File: config.mk
export PLATFORM = sky130hd
export DESIGN_NAME = occ_ctrl
export DESIGN_NICKNAME = d
export VERILOG_FILES = /design/src/occ_sync.v /design/src/occ_edge.v /design/src/occ_ctrl.v
export VERILOG_INCLUDE_DIRS = /design/src
export SDC_FILE = /design/constraint.sdc
export NUM_CORES = 1
export LEC_CHECK = 0
export BUFFER_PORTS_ARGS = -buffer_cell sky130_fd_sc_hd__buf_2
export CAP_MARGIN = 10
export CORE_MARGIN = 2
export CORE_UTILIZATION = 47
export DETAILED_ROUTE_END_ITERATION = 7
export GPL_ROUTABILITY_DRIVEN = 0
export PLACE_DENSITY = 0.82
export SYNTH_ARGS = -nofsm -noshare
export SYNTH_HDL_FRONTEND = slang
export SYNTH_SLANG_ARGS = --single-unit
File: constraint.sdc
create_clock -name mclk_i -period 2.1 [get_ports mclk_i]
set_clock_uncertainty 0.2 [all_clocks]
set_input_delay 0.105 -clock mclk_i [delete_from_list [all_inputs] [get_ports mclk_i]]
set_output_delay 0.105 -clock mclk_i [all_outputs]
set_load 0.05 [all_outputs]
File: src/occ_defines.vh
// Constants for the oscillator control low-byte block.
// Assumes a 32-bit APB slave and a 125 MHz system clock.
//
// Contract
// - Monitor on: lock bit blocks selection changes
// - Monitor off: selections never locked
// - Lock status follows PLL lock or timer
// - Lock status zero during switch, non-PLL
// - Clock fail flag set on monitor failure
// - Drive bit selects high-power secondary oscillator
// - Drive bit ignored with digital secondary input
// - Enable bit turns secondary oscillator on
// - Switch request starts switch, reads zero after
// - Selection reset values come from configuration
// - Bits six and four read zero
// - Equal sources abort switch, clear request
// - Valid switch clears lock and fail flags; code clears only the fail flag, lock bit kept
// - Wait ten new clocks, then copy source
// - Switching disabled holds request at zero
`ifndef OCC_DEFINES_VH
`define OCC_DEFINES_VH

// -----------------------------------------------------------
// Register byte addresses
// -----------------------------------------------------------
`define OCC_ADDR_CTRL    12'h000
`define OCC_ADDR_STATUS  12'h004
`define OCC_ADDR_MASK    12'h008

// -----------------------------------------------------------
// Field positions in the control word
// -----------------------------------------------------------
`define OCC_BIT_SWREQ    0
`define OCC_BIT_SECONDARY_OSC_ENABLE   1
`define OCC_BIT_SECONDARY_OSC_DRIVE  2
`define OCC_BIT_CFAIL    3
`define OCC_BIT_PLOCK    5
`define OCC_BIT_CLOCK    7
`define OCC_NEW_SOURCE_SELECT_LSB     8
`define OCC_NEW_SOURCE_SELECT_MSB     10
`define OCC_CURRENT_SOURCE_SELECT_LSB     12
`define OCC_CURRENT_SOURCE_SELECT_MSB     14

// -----------------------------------------------------------
// Interrupt status bits
// -----------------------------------------------------------
`define OCC_IRQ_DONE     0
`define OCC_IRQ_FAIL     1
`define OCC_IRQ_ABORT    2
`define OCC_IRQ_W        3

// -----------------------------------------------------------
// Timing and resets
// -----------------------------------------------------------
`define OCC_SETTLE_CYC   4'hA
`define OCC_CNT_W        4
`define OCC_ZERO32       32'h0000_0000
`define OCC_SRC_ZERO     3'h0

`endif

File: src/occ_sync.v
// Two-flop synchroniser for a group of level inputs.
// Assumes inputs are quasi-static levels from other domains.
`timescale 1ns/1ps
`default_nettype none
module occ_sync #(
  parameter W = 1
) (
  // Clock and reset
  input  wire         mclk_i,
  input  wire         rst_i,
  // Data
  input  wire [W-1:0] d_i,
  output wire [W-1:0] q_o
);
  reg [W-1:0] meta_reg;
  reg [W-1:0] sync_reg;

  // First stage feeds only the second stage
  always @(posedge mclk_i or posedge rst_i) begin
    if (rst_i) begin
      meta_reg <= {W{1'b0}};
      sync_reg <= {W{1'b0}};
    end else begin
      meta_reg <= d_i;
      sync_reg <= meta_reg;
    end
  end

  assign q_o = sync_reg;
endmodule
`default_nettype wire

File: src/occ_edge.v
// Rising-edge counter for a clock sampled as a level.
// Assumes the sampled clock is already synchronised and slow.
`timescale 1ns/1ps
`default_nettype none
`include "occ_defines.vh"
module occ_edge (
  // Clock and reset
  input  wire                 mclk_i,
  input  wire                 rst_i,
  // Control
  input  wire                 run_i,
  input  wire                 clk_lvl_i,
  output wire                 done_o
);
  reg                  last_reg;
  reg [`OCC_CNT_W-1:0] cnt_reg;

  // Count new-source edges while running, restart when idle
  always @(posedge mclk_i or posedge rst_i) begin
    if (rst_i) begin
      last_reg <= 1'b0;
      cnt_reg  <= {`OCC_CNT_W{1'b0}};
    end else begin
      last_reg <= clk_lvl_i;
      if (!run_i)
        cnt_reg <= {`OCC_CNT_W{1'b0}};
      else if (clk_lvl_i && !last_reg && !done_o)
        cnt_reg <= cnt_reg + 1'b1;
    end
  end

  assign done_o = (cnt_reg == `OCC_SETTLE_CYC);
endmodule
`default_nettype wire

File: src/occ_ctrl.v
// Oscillator control low byte with switch sequencer and APB slave.
// Assumes config straps are stable around reset release; clock
// status inputs come from other domains and are synchronised here.
//
// Added by the designer: register access over APB and the register offsets.
`timescale 1ns/1ps
`default_nettype none
`include "occ_defines.vh"
module occ_ctrl (
  // Clock and reset
  input  wire        mclk_i,
  input  wire        rst_i,
  // APB slave
  input  wire        psel_i,
  input  wire        penable_i,
  input  wire        pwrite_i,
  input  wire [11:0] paddr_i,
  input  wire [31:0] pwdata_i,
  input  wire [3:0]  pstrb_i,
  output wire        pready_o,
  output reg  [31:0] prdata_o,
  output wire        pslverr_o,
  // Configuration straps
  input  wire        switch_monitor_config_i,
  input  wire        secondary_source_config_i,
  input  wire [2:0]  initial_source_config_i,
  // Clock source status
  input  wire        pll_locked_i,
  input  wire        pll_timer_ok_i,
  input  wire        clock_failed_i,
  input  wire        new_src_ready_i,
  input  wire        new_src_clk_i,
  input  wire [7:0]  pll_source_map_i,
  // Clock source controls
  output reg  [2:0]  current_source_select_o,
  output reg         secondary_osc_enable_o,
  output reg         secondary_osc_high_power_o,
  output reg         switch_busy_o,
  // Interrupt
  output wire        irq_o
);
  // -----------------------------------------------------------
  // State codes
  // -----------------------------------------------------------
  localparam ST_IDLE  = 2'b00;
  localparam ST_WAIT  = 2'b01;
  localparam ST_COUNT = 2'b10;

  // -----------------------------------------------------------
  // Registers and wires
  // -----------------------------------------------------------
  reg  [1:0]  state_reg;
  reg  [1:0]  state_next;
  reg         clock_select_lock_reg;
  reg         clock_fail_flag_reg;
  reg         secondary_osc_drive_reg;
  reg         secondary_osc_enable_reg;
  reg         osc_switch_request_reg;
  reg  [2:0]  new_source_select_reg;
  reg  [2:0]  current_source_select_reg;
  reg         strap_done_reg;
  reg         sw_en_reg;
  reg  [`OCC_IRQ_W-1:0] irq_stat_reg;
  reg  [`OCC_IRQ_W-1:0] irq_mask_reg;
  wire [4:0]  sync_q;
  wire        pll_locked_s;
  wire        pll_timer_s;
  wire        fail_s;
  wire        ready_s;
  wire        nclk_s;
  wire        settle_done;
  wire        wr_acc;
  wire        locked;
  wire        req_set;
  wire        start_abort;
  wire        start_valid;
  wire        switch_done;
  wire        pll_mode;
  wire [15:0] ctrl_word;
  reg         fail_last_reg;

  // -----------------------------------------------------------
  // Input synchronisers and settle counter
  // -----------------------------------------------------------
  occ_sync #(
    .W (5)
  ) u_sync (
    .mclk_i (mclk_i),
    .rst_i  (rst_i),
    .d_i    ({pll_locked_i, pll_timer_ok_i, clock_failed_i,
              new_src_ready_i, new_src_clk_i}),
    .q_o    (sync_q)
  );
  assign {pll_locked_s, pll_timer_s, fail_s, ready_s, nclk_s} = sync_q;

  occ_edge u_edge (
    .mclk_i    (mclk_i),
    .rst_i     (rst_i),
    .run_i     (state_reg == ST_COUNT),
    .clk_lvl_i (nclk_s),
    .done_o    (settle_done)
  );

  // -----------------------------------------------------------
  // Decode helpers
  // -----------------------------------------------------------
  function is_pll_src;
    input [2:0] src;
    input [7:0] map;
    begin
      is_pll_src = map[src];
    end
  endfunction

  // APB write takes effect at the access edge; zero wait states
  assign wr_acc    = psel_i & penable_i & pwrite_i;
  assign pready_o  = 1'b1;
  assign pslverr_o = 1'b0;

  // Lock applies only with the monitor enabled
  assign locked = switch_monitor_config_i & clock_select_lock_reg;
  // Request only while idle, unlocked and switching allowed
  assign req_set = wr_acc && (paddr_i == `OCC_ADDR_CTRL) && pstrb_i[0]
                   && pwdata_i[`OCC_BIT_SWREQ] && !locked
                   && sw_en_reg && (state_reg == ST_IDLE);
  assign start_abort = osc_switch_request_reg && (state_reg == ST_IDLE)
                       && (new_source_select_reg
                           == current_source_select_reg);
  assign start_valid = osc_switch_request_reg && (state_reg == ST_IDLE)
                       && !start_abort;
  assign switch_done = (state_reg == ST_COUNT) && settle_done;
  assign pll_mode = is_pll_src(current_source_select_reg,
                               pll_source_map_i);

  // -----------------------------------------------------------
  // Switch sequencer
  // -----------------------------------------------------------
  always @* begin
    state_next = state_reg;
    case (state_reg)
      ST_IDLE:  if (start_valid) state_next = ST_WAIT;
      ST_WAIT:  if (ready_s) state_next = ST_COUNT;
      ST_COUNT: if (settle_done) state_next = ST_IDLE;
      default:  state_next = ST_IDLE;
    endcase
  end

  // Straps are caught on the first clock after reset release
  always @(posedge mclk_i or posedge rst_i) begin
    if (rst_i) begin
      strap_done_reg <= 1'b0;
      sw_en_reg      <= 1'b0;
    end else if (!strap_done_reg) begin
      strap_done_reg <= 1'b1;
      sw_en_reg      <= switch_monitor_config_i;
    end
  end

  // Control byte and source fields
  always @(posedge mclk_i or posedge rst_i) begin
    if (rst_i) begin
      state_reg                 <= ST_IDLE;
      clock_select_lock_reg     <= 1'b0;
      secondary_osc_drive_reg   <= 1'b0;
      secondary_osc_enable_reg  <= 1'b0;
      osc_switch_request_reg    <= 1'b0;
      new_source_select_reg     <= `OCC_SRC_ZERO;
      current_source_select_reg <= `OCC_SRC_ZERO;
    end else begin
      state_reg <= state_next;
      if (!strap_done_reg) begin
        new_source_select_reg     <= initial_source_config_i;
        current_source_select_reg <= initial_source_config_i;
      end
      if (wr_acc && (paddr_i == `OCC_ADDR_CTRL) && pstrb_i[0]) begin
        clock_select_lock_reg    <= pwdata_i[`OCC_BIT_CLOCK];
        secondary_osc_drive_reg  <= pwdata_i[`OCC_BIT_SECONDARY_OSC_DRIVE];
        secondary_osc_enable_reg <= pwdata_i[`OCC_BIT_SECONDARY_OSC_ENABLE];
      end
      // Source select may change only when unlocked and idle
      if (wr_acc && (paddr_i == `OCC_ADDR_CTRL) && pstrb_i[1]
          && !locked && (state_reg == ST_IDLE) && strap_done_reg)
        new_source_select_reg <=
          pwdata_i[`OCC_NEW_SOURCE_SELECT_MSB:`OCC_NEW_SOURCE_SELECT_LSB];
      if (!sw_en_reg)
        osc_switch_request_reg <= 1'b0;
      else if (start_abort || switch_done)
        osc_switch_request_reg <= 1'b0;
      else if (req_set)
        osc_switch_request_reg <= 1'b1;
      if (switch_done)
        current_source_select_reg <= new_source_select_reg;
    end
  end

  // Clock fail flag: a new failure edge wins over the clear
  always @(posedge mclk_i or posedge rst_i) begin
    if (rst_i) begin
      clock_fail_flag_reg <= 1'b0;
      fail_last_reg       <= 1'b0;
    end else begin
      fail_last_reg <= fail_s;
      if (fail_s && !fail_last_reg)
        clock_fail_flag_reg <= 1'b1;
      else if (start_valid)
        clock_fail_flag_reg <= 1'b0;
    end
  end

  // -----------------------------------------------------------
  // Outputs to clock sources
  // -----------------------------------------------------------
  always @(posedge mclk_i or posedge rst_i) begin
    if (rst_i) begin
      current_source_select_o    <= `OCC_SRC_ZERO;
      secondary_osc_enable_o     <= 1'b0;
      secondary_osc_high_power_o <= 1'b0;
      switch_busy_o              <= 1'b0;
    end else begin
      current_source_select_o <= current_source_select_reg;
      secondary_osc_enable_o  <= secondary_osc_enable_reg;
      // Digital input mode has no drive choice at all
      secondary_osc_high_power_o <= secondary_source_config_i
                                    & secondary_osc_drive_reg;
      switch_busy_o <= (state_reg != ST_IDLE);
    end
  end

  // -----------------------------------------------------------
  // Readback
  // -----------------------------------------------------------
  // Lock status is live; a register would lag a switch by a cycle
  assign ctrl_word = {
    1'b0,
    current_source_select_reg,
    1'b0,
    new_source_select_reg,
    clock_select_lock_reg,
    1'b0,
    pll_mode && (state_reg == ST_IDLE)
      && (pll_locked_s || pll_timer_s),
    1'b0,
    clock_fail_flag_reg,
    secondary_osc_drive_reg,
    secondary_osc_enable_reg,
    osc_switch_request_reg
  };

  // Read data registered at the setup cycle, stable for access
  always @(posedge mclk_i or posedge rst_i) begin
    if (rst_i) begin
      prdata_o <= `OCC_ZERO32;
    end else if (psel_i && !penable_i) begin
      case (paddr_i)
        `OCC_ADDR_CTRL:   prdata_o <= {16'h0000, ctrl_word};
        `OCC_ADDR_STATUS: prdata_o <= {28'h000_0000, 1'b0, irq_stat_reg};
        `OCC_ADDR_MASK:   prdata_o <= {28'h000_0000, 1'b0, irq_mask_reg};
        default:          prdata_o <= `OCC_ZERO32;
      endcase
    end
  end

  // -----------------------------------------------------------
  // Interrupts: sticky status, write one to clear, set wins
  // -----------------------------------------------------------
  always @(posedge mclk_i or posedge rst_i) begin
    if (rst_i) begin
      irq_stat_reg <= {`OCC_IRQ_W{1'b0}};
      irq_mask_reg <= {`OCC_IRQ_W{1'b0}};
    end else begin
      if (wr_acc && (paddr_i == `OCC_ADDR_MASK) && pstrb_i[0])
        irq_mask_reg <= pwdata_i[`OCC_IRQ_W-1:0];
      irq_stat_reg <= (irq_stat_reg
                       & ~((wr_acc && (paddr_i == `OCC_ADDR_STATUS)
                            && pstrb_i[0])
                           ? pwdata_i[`OCC_IRQ_W-1:0]
                           : {`OCC_IRQ_W{1'b0}}))
                      | {start_abort,
                         fail_s && !fail_last_reg,
                         switch_done};
    end
  end

  assign irq_o = |(irq_stat_reg & irq_mask_reg);
endmodule
`default_nettype wire

* Word level (Yosys, flattened, before mapping) *
Cells that the tools add are included.

operators by class
  bitwise operators = 8
  $lt $le $gt $ge = 1
  eq/ne operators = 13
  add/sub/neg operators = 1
  reductions and logical operators = 38
  mux-type cells = 18

operators with widths
  kind                                                        count
  one-hot mux 15 bit (3 select lines)                         1
  logical AND 1 bit                                           24
  equality test 12 x 3 -> 1 bit, second input constant        1
  equality test 12 x 4 -> 1 bit, second input constant        1
  logical NOT 12 bit                                          1
  two-way mux 3 bit                                           4
  two-way mux 4 bit                                           2
  AND 3 bit                                                   2
  logical NOT 1 bit                                           6
  two-way mux 1 bit                                           6
  two-way mux 2 bit                                           3
  != test 2 x 1 -> 1 bit, second input constant               3
  != test 2 bit, second input constant                        3
  one-hot mux 2 bit (3 select lines)                          1
  adder 4 x 1 -> 4 bit, second input constant                 1
  AND 1 bit                                                   4
  equality test 4 bit, second input constant                  1
  less-than comparator 3 x 4 -> 1 bit, second input constant  1
  nonzero test 2 bit                                          2
  binary-select mux 1 bit (select 3 bit)                      1
  equality test 3 bit                                         1
  != test 3 x 1 -> 1 bit, second input constant               1
  NOT 3 bit                                                   1
  bitwise OR 3 bit                                            1
  6 further kinds                                             7

storage, ports and cells
  register bits after elaboration = 75
  word-level logic and storage cells = 101
  output and inout bits = 41

* Depth between registers and ports, before layout *
Gate-level depths: netlist of run 1.

  depth after elaboration = 11
  gate-level depth with buffers = 6
  depth with buffers taken out = 6

* Hierarchy *
From an unflattened synthesis of run 1, not the netlist that was laid out.

second synthesis, totals
  cells, all modules = 243
  area total of the unflattened synthesis = 2,603.7 sq um

by module, submodules not included
  module    sequential area each (sq um)  times used  cells each  area an instance (sq um)
  occ_ctrl  1,001.0                       1           207         2,085.8
  occ_edge  125.1                         1           25          264.0
  occ_sync  250.2                         1           11          254.0

* Least setup slack after synthesis of run 1 *
OpenSTA, ideal clock, no wires.

  path kind = reg2reg
  from = register current_source_select_reg[1]
  to = register prdata_o[5]
  library setup time = 0.121 ns
  stages on the path, launching flop included = 5
  path buffers = 0
  period minus slack after synthesis = 1.642 ns
  arrival = 1.321 ns
  slack = 0.458 ns
  cells stage by stage = dfrtp_1 > mux4_1 > nor2b_1 > nor3_1 > a22o_1

between the ends
  word-level cells in the longest chain between the ends = 5

RTL lines
  element                                  line            text
  start, declared                          occ_ctrl.v:60   reg [2:0] current_source_select_reg;
  start signal, assigned                   occ_ctrl.v:168  current_source_select_reg <= `OCC_SRC_ZERO;
  start signal, assigned                   occ_ctrl.v:173  current_source_select_reg <= initial_source_config_i;
  start signal, assigned                   occ_ctrl.v:192  current_source_select_reg <= new_source_select_reg;
  binary-select mux 1 bit (select 3 bit)   occ_ctrl.v:111  is_pll_src = map[src];
  two-way mux 1 bit (not written as such)  occ_ctrl.v:111
  logical AND 1 bit                        occ_ctrl.v:240  pll_mode && (state_reg == ST_IDLE)
  logical AND 1 bit                        occ_ctrl.v:241  && (pll_locked_s || pll_timer_s),
  one-hot mux 15 bit (3 select lines)      occ_ctrl.v:254  case (paddr_i)
  end signal, assigned                     occ_ctrl.v:255  `OCC_ADDR_CTRL: prdata_o <= {16'h0000, ctrl_word};
  end signal, assigned                     occ_ctrl.v:256  `OCC_ADDR_STATUS: prdata_o <= {28'h000_0000, 1'b0, irq_stat_reg};
  end signal, assigned                     occ_ctrl.v:257  `OCC_ADDR_MASK: prdata_o <= {28'h000_0000, 1'b0, irq_mask_reg};
  end, declared                            occ_ctrl.v:21   output reg [31:0] prdata_o,

Every way passes these cells. The select of a mux whose other input is x is not followed.
A chain may end at the register's enable or synchronous reset.

* Final worst setup path of run 1 *
  from = input paddr_i[2]
  to = register secondary_osc_enable_reg

between the ends
  word-level cells in the longest chain between the ends = 3

RTL lines
  element                         line            text
  start, declared                 occ_ctrl.v:17   input wire [11:0] paddr_i,
  logical NOT 12 bit              n/a
  logical AND 1 bit (2 in a row)  occ_ctrl.v:175  if (wr_acc && (paddr_i == `OCC_ADDR_CTRL) && pstrb_i[0]) begin
  end signal, assigned            occ_ctrl.v:178  secondary_osc_enable_reg <= pwdata_i[`OCC_BIT_SECONDARY_OSC_ENABLE];
  end, declared                   occ_ctrl.v:57   reg secondary_osc_enable_reg;

Every way passes these cells.

==> results of run 1 <==
==> layer usage <==
layer | vias up | share of wire [%]
li1 | 858 | -
met1 | 847 | 44
met2 | 67 | 47
met3 | 12 | 6.6
met4 | 0 | 2.7
met5 | - | 0
==> cell usage in the layout (no fill, tap or decap), types with 2 or more instances in the layout <==
master         netlist  routed
o21ai_0             14      14
ha_1                 2       2
nor2b_1              4       4
a211oi_1             2       2
o2bb2ai_1            3       3
and2_1               3       3
nor4_4               2       2
dfrtp_1             55      55
nor3_1               3       3
nand2b_1             3       3
nor2_2               2       2
mux2_4               3       3
clkbuf_8             0       5
nand3_1              5       5
bufinv_16            0       2
inv_1               11      10
mux2i_1              6       6
nor2_1              13      13
mux2_2               4       4
o31a_1               3       3
a21oi_1              4       4
nand2_1             11      11
nand4_1              2       2
conb_1               2      23
dlygate4sd3_1        0      19
a22o_1               9       9
and3_1               2       2
xor2_1               5       5
buf_2                0      62
==> kinds of logic (layout without fill, tap and decap cells) <==
kind of cell | count (synthesis) | in the layout | synth area share (%)
simple gates | 56 | 56 | 13.5
mux | 15 | 15 | 7.95
xor+xnor | 6 | 6 | 2.10
fa+ha+maj | 2 | 2 | 1.00
flops | 55 | 55 | 55.0
compound gates | 39 | 39 | 10.9
buf+inv | 38 | 102 | 9.30
other cells | 2 | 23 | 0.300
==> worst max-delay path, delay by kind of cell <==
| kind | cells | cell delay [ns] |
|---|---|---|
| buffers and inverters | 2 | 0.72 |
| multiplexers | 1 | 0.37 |
| AND/OR/NAND/NOR | 3 | 0.64 |
==> path summary, 6_finish.rpt <==
path                            cells after the start  slack, ns                        to
worst max register to register                      4       0.34               prdata_o[5]
worst max-delay path                                6       0.28  secondary_osc_enable_reg
worst min-delay path                                5       0.09  new_source_select_reg[1]
min in group asynchronous                           3       0.15  new_source_select_reg[1]
max in group asynchronous                           4       1.00        u_sync.meta_reg[3]
worst min register to register                      0       0.16             u_sync.q_o[2]
==> power breakdown <==
group | switching (mW) | internal (mW) | total [mW]
registers | 0.0268 | 1.09 | 1.12
clock network | 0.349 | 0.475 | 0.824
logic | 0.189 | 0.0978 | 0.287
total | 0.565 | 1.66 | 2.23
==> synthesized netlist by cell type (2+ instances only) <==
master     count  area share [%]
dfrtp_1       55              55
buf_4         22             6.6
o21ai_0       14             2.8
nor2_1        13             2.0
inv_1         11             1.7
nand2_1       11             1.7
a22o_1         9             3.2
mux2i_1        6             2.4
nand3_1        5             1.0
xor2_1         5             1.8
a21oi_1        4            0.80
clkbuf_1       4            0.60
mux2_2         4             1.8
nor2b_1        4             1.0
and2_1         3            0.75
mux2_4         3             1.8
nand2b_1       3            0.75
nor3_1         3            0.60
o2bb2ai_1      3             1.1
o31a_1         3             1.1
a211oi_1       2            0.60
and3_1         2            0.50
conb_1         2            0.30
ha_1           2             1.0
nand4_1        2            0.50
nor2_2         2            0.50
nor4_4         2             1.7
==> through the flow <==
stage	instances	utilization, %
floorplan	234	-
global placement	341	55.1
detailed placement	341	55.1
CTS	368	61.5
global route	368	61.5
finish	368	61.5
==> layout make-up <==
| cell class | instances | area share, % |
|---|---|---|
| sequential | 55 | 43.8 |
| multi-input combinational | 141 | 30.9 |
| timing repair buffer | 83 | 16.8 |
| tap | 70 | 2.79 |
| clock buffer | 5 | 2.19 |
| clock inverter | 3 | 2.15 |
| inverter | 11 | 1.31 |
==> timing repair <==
action / in CTS / in global routing
endpoints found under the setup margin: 0 / 0
endpoints found under the hold margin: 46 / 0
hold buffers: 19 / 0
==> key figures, run 1 <==
Run
  • Max Cap Viol: 0

Worst setup path
  • Setup crit end kind: flip-flop
  • Critical path class: in2reg
  • Critical path required time: between 2 and 2.5 ns
  • CP arrival: ~1.8 ns
  • CP startpoint: paddr_i[2]
  • CP max-delay cell: dlygate4sd3_1
  • Reg-to-Reg Start: current_source_select_reg[1]
  • Maximum fanout along the worst path: 9
  • Max stage delay on crit path: about 0.56 ns
  • Startpoint types: primary input
  • Cell Chain, Critical Path: dlygate4sd3_1, buf_2, nor2_1, nand4_4, nor2_2, mux2_2

Synth
  • Yosys reg bits: 55
  • Post-synthesis cell type count: 41
  • Asr flop ratio synth: 100%
  • Area of the mapped netlist: approximately 2500 um^2
  • Post-synth EDFFs: 0
  • Prevailing post-synth register cell: dfrtp_1
  • Sequential area share after synthesis: 55.0%
  • Ys Warns: 0
  • Post-Synthesis Cells: 213
  • Avg Inst Size Synth: between 10 and 15 um^2

CTS
  • TritonCTS buffer count: 5
  • Resized cells post-CTS: 0
  • Setup Buffers After CTS: 0
  • H-tree depth: 2
  • Clk Latency, worst-skew pair: 0.31 ns
  • CTS root buf: clkbuf_8
  • Max clock buf depth: 2
  • CTS tree: yes
  • Reg clk slew, reported paths: approximately 0.10 ns
  • Clk sink count: 55

Final layout
  • Filler cells: roughly 420
  • Ant. Diodes: 0
  • Reg area: approximately 1400 um^2
  • Fraction of layout cells with a size suffix above 1: 29.9%
  • Syn-to-layout area delta: 25.6%
  • Max reg flops: 12
  • NumNets Final: 370
  • Area of the multi-input gates: just under 1000 um^2
  • Final Cell Area: 3140 um^2

Power and ir drop
  • Leakage power: 1.59 nW
  • PwrDens: 709 nW/um^2
  • VDD IR-drop max: approximately 590 uV
  • Total Power: between 2 and 2.5 mW

Global route
  • Busiest grt layer: met2
  • Met1 usage: a little under a quarter
  • Vias in the first global route: approximately 1700
  • Overflow after GRT: 0
  • First-pass GRT wire length: approximately 8000 um
  • Routing usage on met2: about 27%
  • GRT Resource Usage Total: 17.1%
  • Met3 GRT Util: roughly 4.8%
  • Largest net degree at the start of global routing: 34
  • Initial antenna violation count: 0

Floorplanning
  • Num rows: 26
  • Core area: ~5100 um^2
  • Die Height: 77.0 um
  • Num ports: approximately 110
  • DIE AREA: between 5000 and 6000 um^2
  • Chip width: between 70 and 80 um
  • Initial Utilization: about half

Routing
  • Routed len/inst: 13.1 um
  • Final ANT Viol Nets: 0
  • Total wire length: a little under 5000 um
  • Residual DRC count: 0
  • Via density: about 4.8
  • Initial detailed-routing violation count: about 110
  • Drt pass-1 iters: 4
  • Vias after detailed routing: approximately 1800

Run status
  • Status: complete, no violations

STA
  • Final worst-path cycle share: between 80% and 90%
  • Hold slack: 0.0905 ns
  • Min Tclk post-route: 1.82 ns
  • Setup-failing EPs final: 0
  • Slew Viols, Final: 0
  • FMAX: 548 MHz
  • Final hold violation count: 0
  • Worst setup margin: 0.275 ns
  • Setup_tns: 0 ns
  • RSZ-0062 raised after global routing: false

Place
  • Setup WS pre-CTS: between 0.3 and 0.4 ns
  • Dpl hpwl: about 3400 um
  • DP Area: between 2000 and 3000 um^2
  • PortBufs: 62

Min path
  • HP Start: paddr_i[0]
  • Hold crit path type: in2reg
Power figures use the tool's default switching activity.
==> run 2: changes to the inputs <==
--- a/config.mk
+++ b/config.mk
@@ -9,10 +9,10 @@
 export BUFFER_PORTS_ARGS = -buffer_cell sky130_fd_sc_hd__buf_2
 export CAP_MARGIN = 10
 export CORE_MARGIN = 2
-export CORE_UTILIZATION = 47
+export CORE_UTILIZATION = 50
 export DETAILED_ROUTE_END_ITERATION = 7
 export GPL_ROUTABILITY_DRIVEN = 0
-export PLACE_DENSITY = 0.82
+export PLACE_DENSITY = 0.86
 export SYNTH_ARGS = -nofsm -noshare
 export SYNTH_HDL_FRONTEND = slang
 export SYNTH_SLANG_ARGS = --single-unit
==> constraint.sdc (replaced) <==
create_clock -name mclk_i -period 2.18 [get_ports mclk_i]
set_clock_uncertainty 0.2 [all_clocks]
set_input_delay 0.109 -clock mclk_i [delete_from_list [all_inputs] [get_ports mclk_i]]
set_output_delay 0.109 -clock mclk_i [all_outputs]
set_load 0.05 [all_outputs]
==> run 2 against run 1 <==
Net effect:
- sequential share of layout area grew 0.32 points
- count of clock-buffer cells in the layout up 1
- design area shrank 0.72%
- sequential power shrank 4%
- die area is 5.7% lower
- global-route usage rose by 1.3 points
- critical path type unchanged
- clock power decreased by 16%
- core utilization rose by 3.7 points
- flip-flop and latch count unchanged
==> key figures, run 2 (synthesis results as in run 1) <==
STA
  • Final worst-path cycle share: between 80 and 90%
  • Final hold violation count: 0 (unchanged)
  • Setup_tns: 0 ns (unchanged)
  • FMAX: between 500 and 600 MHz
  • Min Tclk post-route: approximately 1.8 ns
  • Setup-failing EPs final: 0 (unchanged)
  • Slew Viols, Final: 0 (unchanged)
  • Worst setup margin: 0.338 ns (was 0.275 ns)
  • RSZ-0062 raised after global routing: false (unchanged)

Global route
  • Initial antenna violation count: 0 (unchanged)
  • GRT Resource Usage Total: 18.4% (was 17.1%)
  • Vias in the first global route: 1749 (was 1679)
  • First-pass GRT wire length: 7670 um (was 8010 um)
  • Overflow after GRT: 0 (unchanged)
  • Largest net degree at the start of global routing: 56 (was 34)

Place
  • Dpl hpwl: 3440 um (was 3410 um)
  • PortBufs: 62 (unchanged)
  • Setup WS pre-CTS: 0.406 ns (was 0.362 ns)

Min path
  • Hold Path Stages: 4 (was 5)
  • HP Start: psel_i (was paddr_i[0])
  • Hold crit path type: in2reg (unchanged)
  • Worst Hold Path EP: prdata_o[2] (was new_source_select_reg[1])

Floorplanning
  • Num ports: 112 (unchanged)
  • DIE AREA: 5580 um^2 (was 5920 um^2)
  • Core area: 4790 um^2 (was 5110 um^2)
  • Num rows: 25 (was 26)
  • Initial Utilization: 52.3% (was 49.0%)
  • Die Height: 74.7 um (was 77.0 um)
  • Chip width: 74.7 um (was 77.0 um)

Worst setup path
  • Worst Path Buf+Inv: 2 (unchanged)
  • Critical path required time: 2.22 ns (was 2.10 ns)
  • CP arrival: 1.88 ns (was 1.83 ns)
  • R2R setup slack: 0.36 ns (was 0.34 ns)
  • Worst reg2reg path depth: 4 (unchanged)
  • Critical path class: in2reg (unchanged)
  • Reg-to-Reg Start: state_reg[0] (was current_source_select_reg[1])
  • Setup crit end kind: flip-flop (unchanged)
  • CP startpoint: switch_monitor_config_i (was paddr_i[2])
  • Worst R2R End: new_source_select_reg[0] (was prdata_o[5])
  • CP max-delay cell: dlygate4sd3_1 (unchanged)
  • Family with the most delay on the worst path: compound AO/OA/AOI/OAI gates (was buffers and inverters)
  • Maximum fanout along the worst path: 6 (was 9)
  • Max stage delay on crit path: 0.54 ns (was 0.56 ns)
  • Cell Chain, Critical Path: dlygate4sd3_1, buf_2, a211oi_1, nand3_1, o31a_1, a21oi_1 (was dlygate4sd3_1, buf_2, nor2_1, nand4_4, nor2_2, mux2_2)
  • Startpoint types: primary input (unchanged)

Power and ir drop
  • Combinational power share: 13.7% (was 12.9%)
  • Sequential cell fraction of total power: 52.5% (was 50.1%)
  • Sw power: 533 uW (was 565 uW)
  • PwrDens: 657 nW/um^2 (was 709 nW/um^2)
  • VDD IR-drop max: 406 uV (was 594 uV)
  • Leakage power: 1.59 nW (about the same)
  • Sw Ratio: 26.0% (was 25.3%)
  • Internal power: 1.52 mW (was 1.66 mW)
  • Clock network power share: 33.8% (was 37.0%)

Final layout
  • Max reg flops: 12 (unchanged)
  • Syn-to-layout area delta: 24.7% (was 25.6%)
  • Commonest non-fill, non-tap cell in the layout: buf_2 (unchanged)
  • Ant. Diodes: 0 (unchanged)
  • NumNets Final: 370 (unchanged)
  • Highest-count cells in the layout ignoring fill and taps: 62 x buf_2, 55 x dfrtp_1, 23 x conb_1 (unchanged)
  • Filler cells: 367 (was 418)
  • Fraction of layout cells with a size suffix above 1: 29.9% (unchanged)

Routing
  • Drt pass-1 iters: 4 (unchanged)
  • Via density: 4.99 (was 4.85)
  • Residual DRC count: 0 (unchanged)
  • Routed len/inst: 13.5 um (was 13.1 um)
  • Final ANT Viol Nets: 0 (unchanged)
  • Vias after detailed routing: 1823 (was 1784)
  • Total wire length: 4930 um (was 4810 um)
  • Initial detailed-routing violation count: 147 (was 112)

Run
  • Max Cap Viol: 0 (unchanged)

CTS
  • CTS tree: yes (unchanged)
  • Clk sink count: 55 (unchanged)
  • Reg clk slew, reported paths: 0.10 ns (about the same)
  • TritonCTS buffer count: 5 (unchanged)
  • H-tree depth: 2 (unchanged)
  • CTS root buf: clkbuf_8 (unchanged)
  • Max clock buf depth: 2 (unchanged)
  • Clk Latency, worst-skew pair: 0.31 ns (about the same)
  • Setup Buffers After CTS: 0 (unchanged)

Run status
  • Status: complete, no violations (unchanged)
run 2: cell count changes in the layout (fill, tap and decap cells not counted):
| cell | before | now |
|---|---|---|
| bufinv_16 | 2 | 1 |
| clkbuf_8 | 5 | 6 |
| clkinv_2 | 0 | 1 |
| clkinvlp_4 | 1 | 0 |
run 2: worst register-to-register path, cell delays in order (launching register included):
cell,delay (ns)
dfrtp_1,0.43
a211oi_1,0.38
nand3_1,0.27
o31a_1,0.30
a21oi_1,0.15
run 2: final cells by class:
cell class | count | area [um^2] | area share [%]
clock buffers | 6 | 82.6 | 2.65
multi-input cells | 141 | 971 | 31.1
inverters | 11 | 41.3 | 1.32
repair buffers | 83 | 528 | 16.9
flip-flops and latches | 55 | 1380 | 44.1
well taps | 67 | 83.8 | 2.69
clock inverters | 2 | 35.0 | 1.12
run 2: per-stage QoR:
stage / instance area, um^2 / util [%] / hold slack (ns) / power (mW) / std cells
floorplan: 2580 / - / -0.0596 / 1.30 / 234
global placement: 2810 / 58.7 / -0.0214 / 1.34 / 338
detailed placement: 2810 / 58.7 / -0.0175 / 1.35 / 338
CTS: 3120 / 65.2 / 0.0738 / 2.07 / 365
global route: 3120 / 65.2 / 0.114 / 2.14 / 365
finish: 3120 / 65.2 / 0.0923 / 2.05 / 365
run 2: layer usage:
metal | share of wire [%] | GRT usage, % | up-vias
met2 | 49 | 30.3 | 58
li1 | - | - | 860
met4 | 3.0 | 7.74 | 0
met5 | 0 | 0 | -
met3 | 5.0 | 5.49 | 15
met1 | 43 | 22.6 | 890
run 2: timing repair:
item / CTS / global route
gates resized for setup: 0 / 0
endpoints found under the hold margin: 79 / 0
hold buffers: 19 / 0
run 2: worst max path at each step:
stage | to | cells past startpoint | slack, ns
after floorplan | clock_fail_flag_reg | 1 | 0.53
after global placement | prdata_o[5] | 4 | 0.42
after detailed placement | prdata_o[5] | 4 | 0.41
after CTS | new_source_select_reg[0] | 6 | 0.37
after global routing | new_source_select_reg[2] | 4 | 0.24
final | new_source_select_reg[0] | 6 | 0.34
run 2: power by group through the flow:
stage          combinational, mW  clock (mW)  sequential [mW]
4_1_cts                    0.278       0.713             1.08
6_report                   0.280       0.693             1.08
3_3_place_gp               0.246           0             1.09
3_5_place_dp               0.251           0             1.10
5_1_grt                    0.300       0.756             1.08
2_1_floorplan              0.192           0             1.11
==> run 3: changes to the inputs <==
--- a/config.mk
+++ b/config.mk
@@ -9,10 +9,10 @@
 export BUFFER_PORTS_ARGS = -buffer_cell sky130_fd_sc_hd__buf_2
 export CAP_MARGIN = 10
 export CORE_MARGIN = 2
-export CORE_UTILIZATION = 50
+export CORE_UTILIZATION = 42
 export DETAILED_ROUTE_END_ITERATION = 7
 export GPL_ROUTABILITY_DRIVEN = 0
-export PLACE_DENSITY = 0.86
+export PLACE_DENSITY = 0.77
 export SYNTH_ARGS = -nofsm -noshare
 export SYNTH_HDL_FRONTEND = slang
 export SYNTH_SLANG_ARGS = --single-unit
==> constraint.sdc (replaced) <==
create_clock -name mclk_i -period 1.5 [get_ports mclk_i]
set_clock_uncertainty 0.2 [all_clocks]
set_input_delay 0.075 -clock mclk_i [delete_from_list [all_inputs] [get_ports mclk_i]]
set_output_delay 0.075 -clock mclk_i [all_outputs]
set_load 0.05 [all_outputs]
==> run 3 against run 2 <==
Net effect:
- the flow now finishes with violations (setup timing)
- largest power group unchanged
- first-iteration DRC count is 18% higher
- count of clock-buffer cells in the layout shrank 1
- critical path depth is 1 lower
- global-route usage is 1.1 points lower
- total power up 47%
- sequential power rose by 44%
- flip-flop and latch count unchanged
- critical endpoint is now state_reg[0]
==> key figures, run 3 (synthesis results as in run 1) <==
Run status
  • Status: finished, violations left (was complete, no violations)
  • Failing checks: setup timing

Floorplanning
  • Num rows: 28 (was 25)
  • DIE AREA: 6590 um^2 (was 5580 um^2)
  • Die Height: 81.2 um (was 74.7 um)
  • Initial Utilization: 42.8% (was 52.3%)
  • Core area: 5850 um^2 (was 4790 um^2)
  • Chip width: 81.2 um (was 74.7 um)
  • Num ports: 112 (unchanged)

Final layout
  • Fraction of layout cells with a size suffix above 1: 41.1% (was 29.9%)
  • Area of the multi-input gates: 1050 um^2 (was 971 um^2)
  • NumNets Final: 403 (was 370)
  • Filler cells: 472 (was 367)
  • Ant. Diodes: 0 (unchanged)
  • Core Util, Final: 59.2% (was 65.2%)
  • Highest-count cells in the layout ignoring fill and taps: 61 x buf_2, 54 x dfrtp_1, 32 x buf_4 (was 62 x buf_2, 55 x dfrtp_1, 23 x conb_1)
  • Final Cell Area: 3460 um^2 (was 3120 um^2)
  • Syn-to-layout area delta: 38.5% (was 24.7%)
  • Final non-filler cell total: 406 (was 365)
  • Commonest non-fill, non-tap cell in the layout: buf_2 (unchanged)
  • Max reg flops: 12 (unchanged)
  • Reg area: 1380 um^2 (about the same)

Global route
  • Largest net degree at the start of global routing: 21 (was 56)
  • Initial antenna violation count: 0 (unchanged)
  • First-pass GRT wire length: 8520 um (was 7670 um)
  • Overflow after GRT: 0 (unchanged)
  • GRT Resource Usage Total: 17.3% (was 18.4%)
  • Vias in the first global route: 1861 (was 1749)

Worst setup path
  • Worst reg2reg path depth: 5 (was 4)
  • Critical path class: reg2reg (was in2reg)
  • Reg-to-Reg Start: current_source_select_reg[1] (was state_reg[0])
  • Maximum fanout along the worst path: 5 (was 6)
  • Setup crit end kind: flip-flop (unchanged)
  • Startpoint types: flip-flop (was primary input)
  • R2R setup slack: -0.15 ns (was 0.36 ns)
  • CP arrival: 1.69 ns (was 1.88 ns)
  • Worst R2R End: state_reg[0] (was new_source_select_reg[0])
  • Critical path required time: 1.54 ns (was 2.22 ns)

CTS
  • H-tree depth: 2 (unchanged)
  • Reg clk slew, reported paths: 0.10 ns (about the same)
  • CTS tree: yes (unchanged)
  • Max clock buf depth: 2 (unchanged)
  • Clk Latency, worst-skew pair: 0.31 ns (about the same)
  • TritonCTS buffer count: 5 (unchanged)
  • CTS root buf: clkbuf_8 (unchanged)
  • Clk sink count: 55 (unchanged)

Min path
  • HP Start: paddr_i[2] (was psel_i)
  • Hold crit path type: in2reg (unchanged)
  • Worst Hold Path EP: prdata_o[2] (unchanged)
  • Hold Path Stages: 5 (was 4)

STA
  • FMAX: a little over 600 MHz
  • Final worst-path cycle share: 110%
  • Min Tclk post-route: ~1.6 ns
  • Setup-failing EPs final: 7 (was 0)
  • Slew Viols, Final: 0 (unchanged)
  • RSZ-0062 raised after global routing: true (was false)
  • Hold slack: 0.0737 ns (was 0.0923 ns)
  • Final hold violation count: 0 (unchanged)
  • Worst setup margin: -0.146 ns (was 0.338 ns)

Place
  • PortBufs: 62 (unchanged)
  • Inst Count DP: 370 (was 338)
  • Dpl hpwl: 3920 um (was 3440 um)
  • DP Area: 3000 um^2 (was 2810 um^2)

Power and ir drop
  • PwrDens: 871 nW/um^2 (was 657 nW/um^2)
  • Leakage power: 1.76 nW (was 1.59 nW)
  • VDD IR-drop max: 859 uV (was 406 uV)

Routing
  • Residual DRC count: 0 (unchanged)
  • Via density: 4.80 (was 4.99)
  • Routed len/inst: 13.7 um (was 13.5 um)
  • Drt pass-1 iters: 4 (unchanged)
  • Vias after detailed routing: 1948 (was 1823)
  • Final ANT Viol Nets: 0 (unchanged)
  • Total wire length: 5550 um (was 4930 um)
  • Initial detailed-routing violation count: 174 (was 147)

Run
  • Max Cap Viol: 0 (unchanged)
run 3: cell count changes in the layout (fill, tap and decap cells not counted), moves of 3 or more:
cell	delta
nand3_2	+3
o21ai_0	-3
nand3_1	-3
buf_4	+31
run 3: worst max-delay path by stage:
stage,start,endpoint,cells past startpoint
after CTS,current_source_select_reg[1],prdata_o[5],4
after global placement,current_source_select_reg[1],state_reg[0],5
after floorplan,current_source_select_reg[1],prdata_o[5],4
after detailed placement,current_source_select_reg[1],state_reg[0],5
final,current_source_select_reg[1],state_reg[0],5
after global routing,current_source_select_reg[1],prdata_o[5],4
run 3: where the power goes:
part	switching (mW)	internal, mW	leakage [nW]	total [mW]
Sequential	0.0301	1.53	0.697	1.56
Combinational	0.304	0.182	1.00	0.486
Clock	0.478	0.498	0.0581	0.976
run 3: layout make-up:
| cell class | count | share of cell area (%) |
|---|---|---|
| Multi-Input combinational cell | 141 | 30.2 |
| Inverter | 11 | 1.30 |
| Sequential cell | 55 | 39.8 |
| Clock inverter | 3 | 1.26 |
| Timing Repair Buffer | 116 | 22.7 |
| Clock buffer | 5 | 1.99 |
| Tap cell | 75 | 2.71 |
run 3: worst max-delay path, cell delays in order (launching register included):
cell     delay, ns
dfrtp_2       0.46
buf_4         0.15
xor2_2        0.18
nor3_4        0.07
or3b_4        0.39
a21oi_2       0.12
run 3: metrics by stage:
stage	setup TNS [ns]	setup WS (ns)	total power [mW]
after floorplan	-0.104	-0.104	1.89
after global placement	-0.683	-0.145	1.99
after detailed placement	-2.03	-0.195	2.00
after CTS	-0.412	-0.142	3.02
after global routing	-1.09	-0.214	3.17
final	-0.549	-0.146	3.02
run 3: repair_timing:
| item | CTS | global route |
|---|---|---|
| endpoints found under the setup margin | 10 | 11 |
| gates resized for setup | 12 | 11 |
| pin swaps | 4 | 5 |
| hold endpoints to repair | 78 | 2 |
| hold buffers | 20 | 1 |
| setup buffers | 3 | 4 |
run 3: per-layer routing:
metal  share of wire (%)  GRT usage, %  vias up
met5                   0             0        -
met4                 1.7          6.61        0
met3                 6.0          5.22       13
met2                  51          28.3       81
met1                  41          21.5      930
li1                    -             -      924
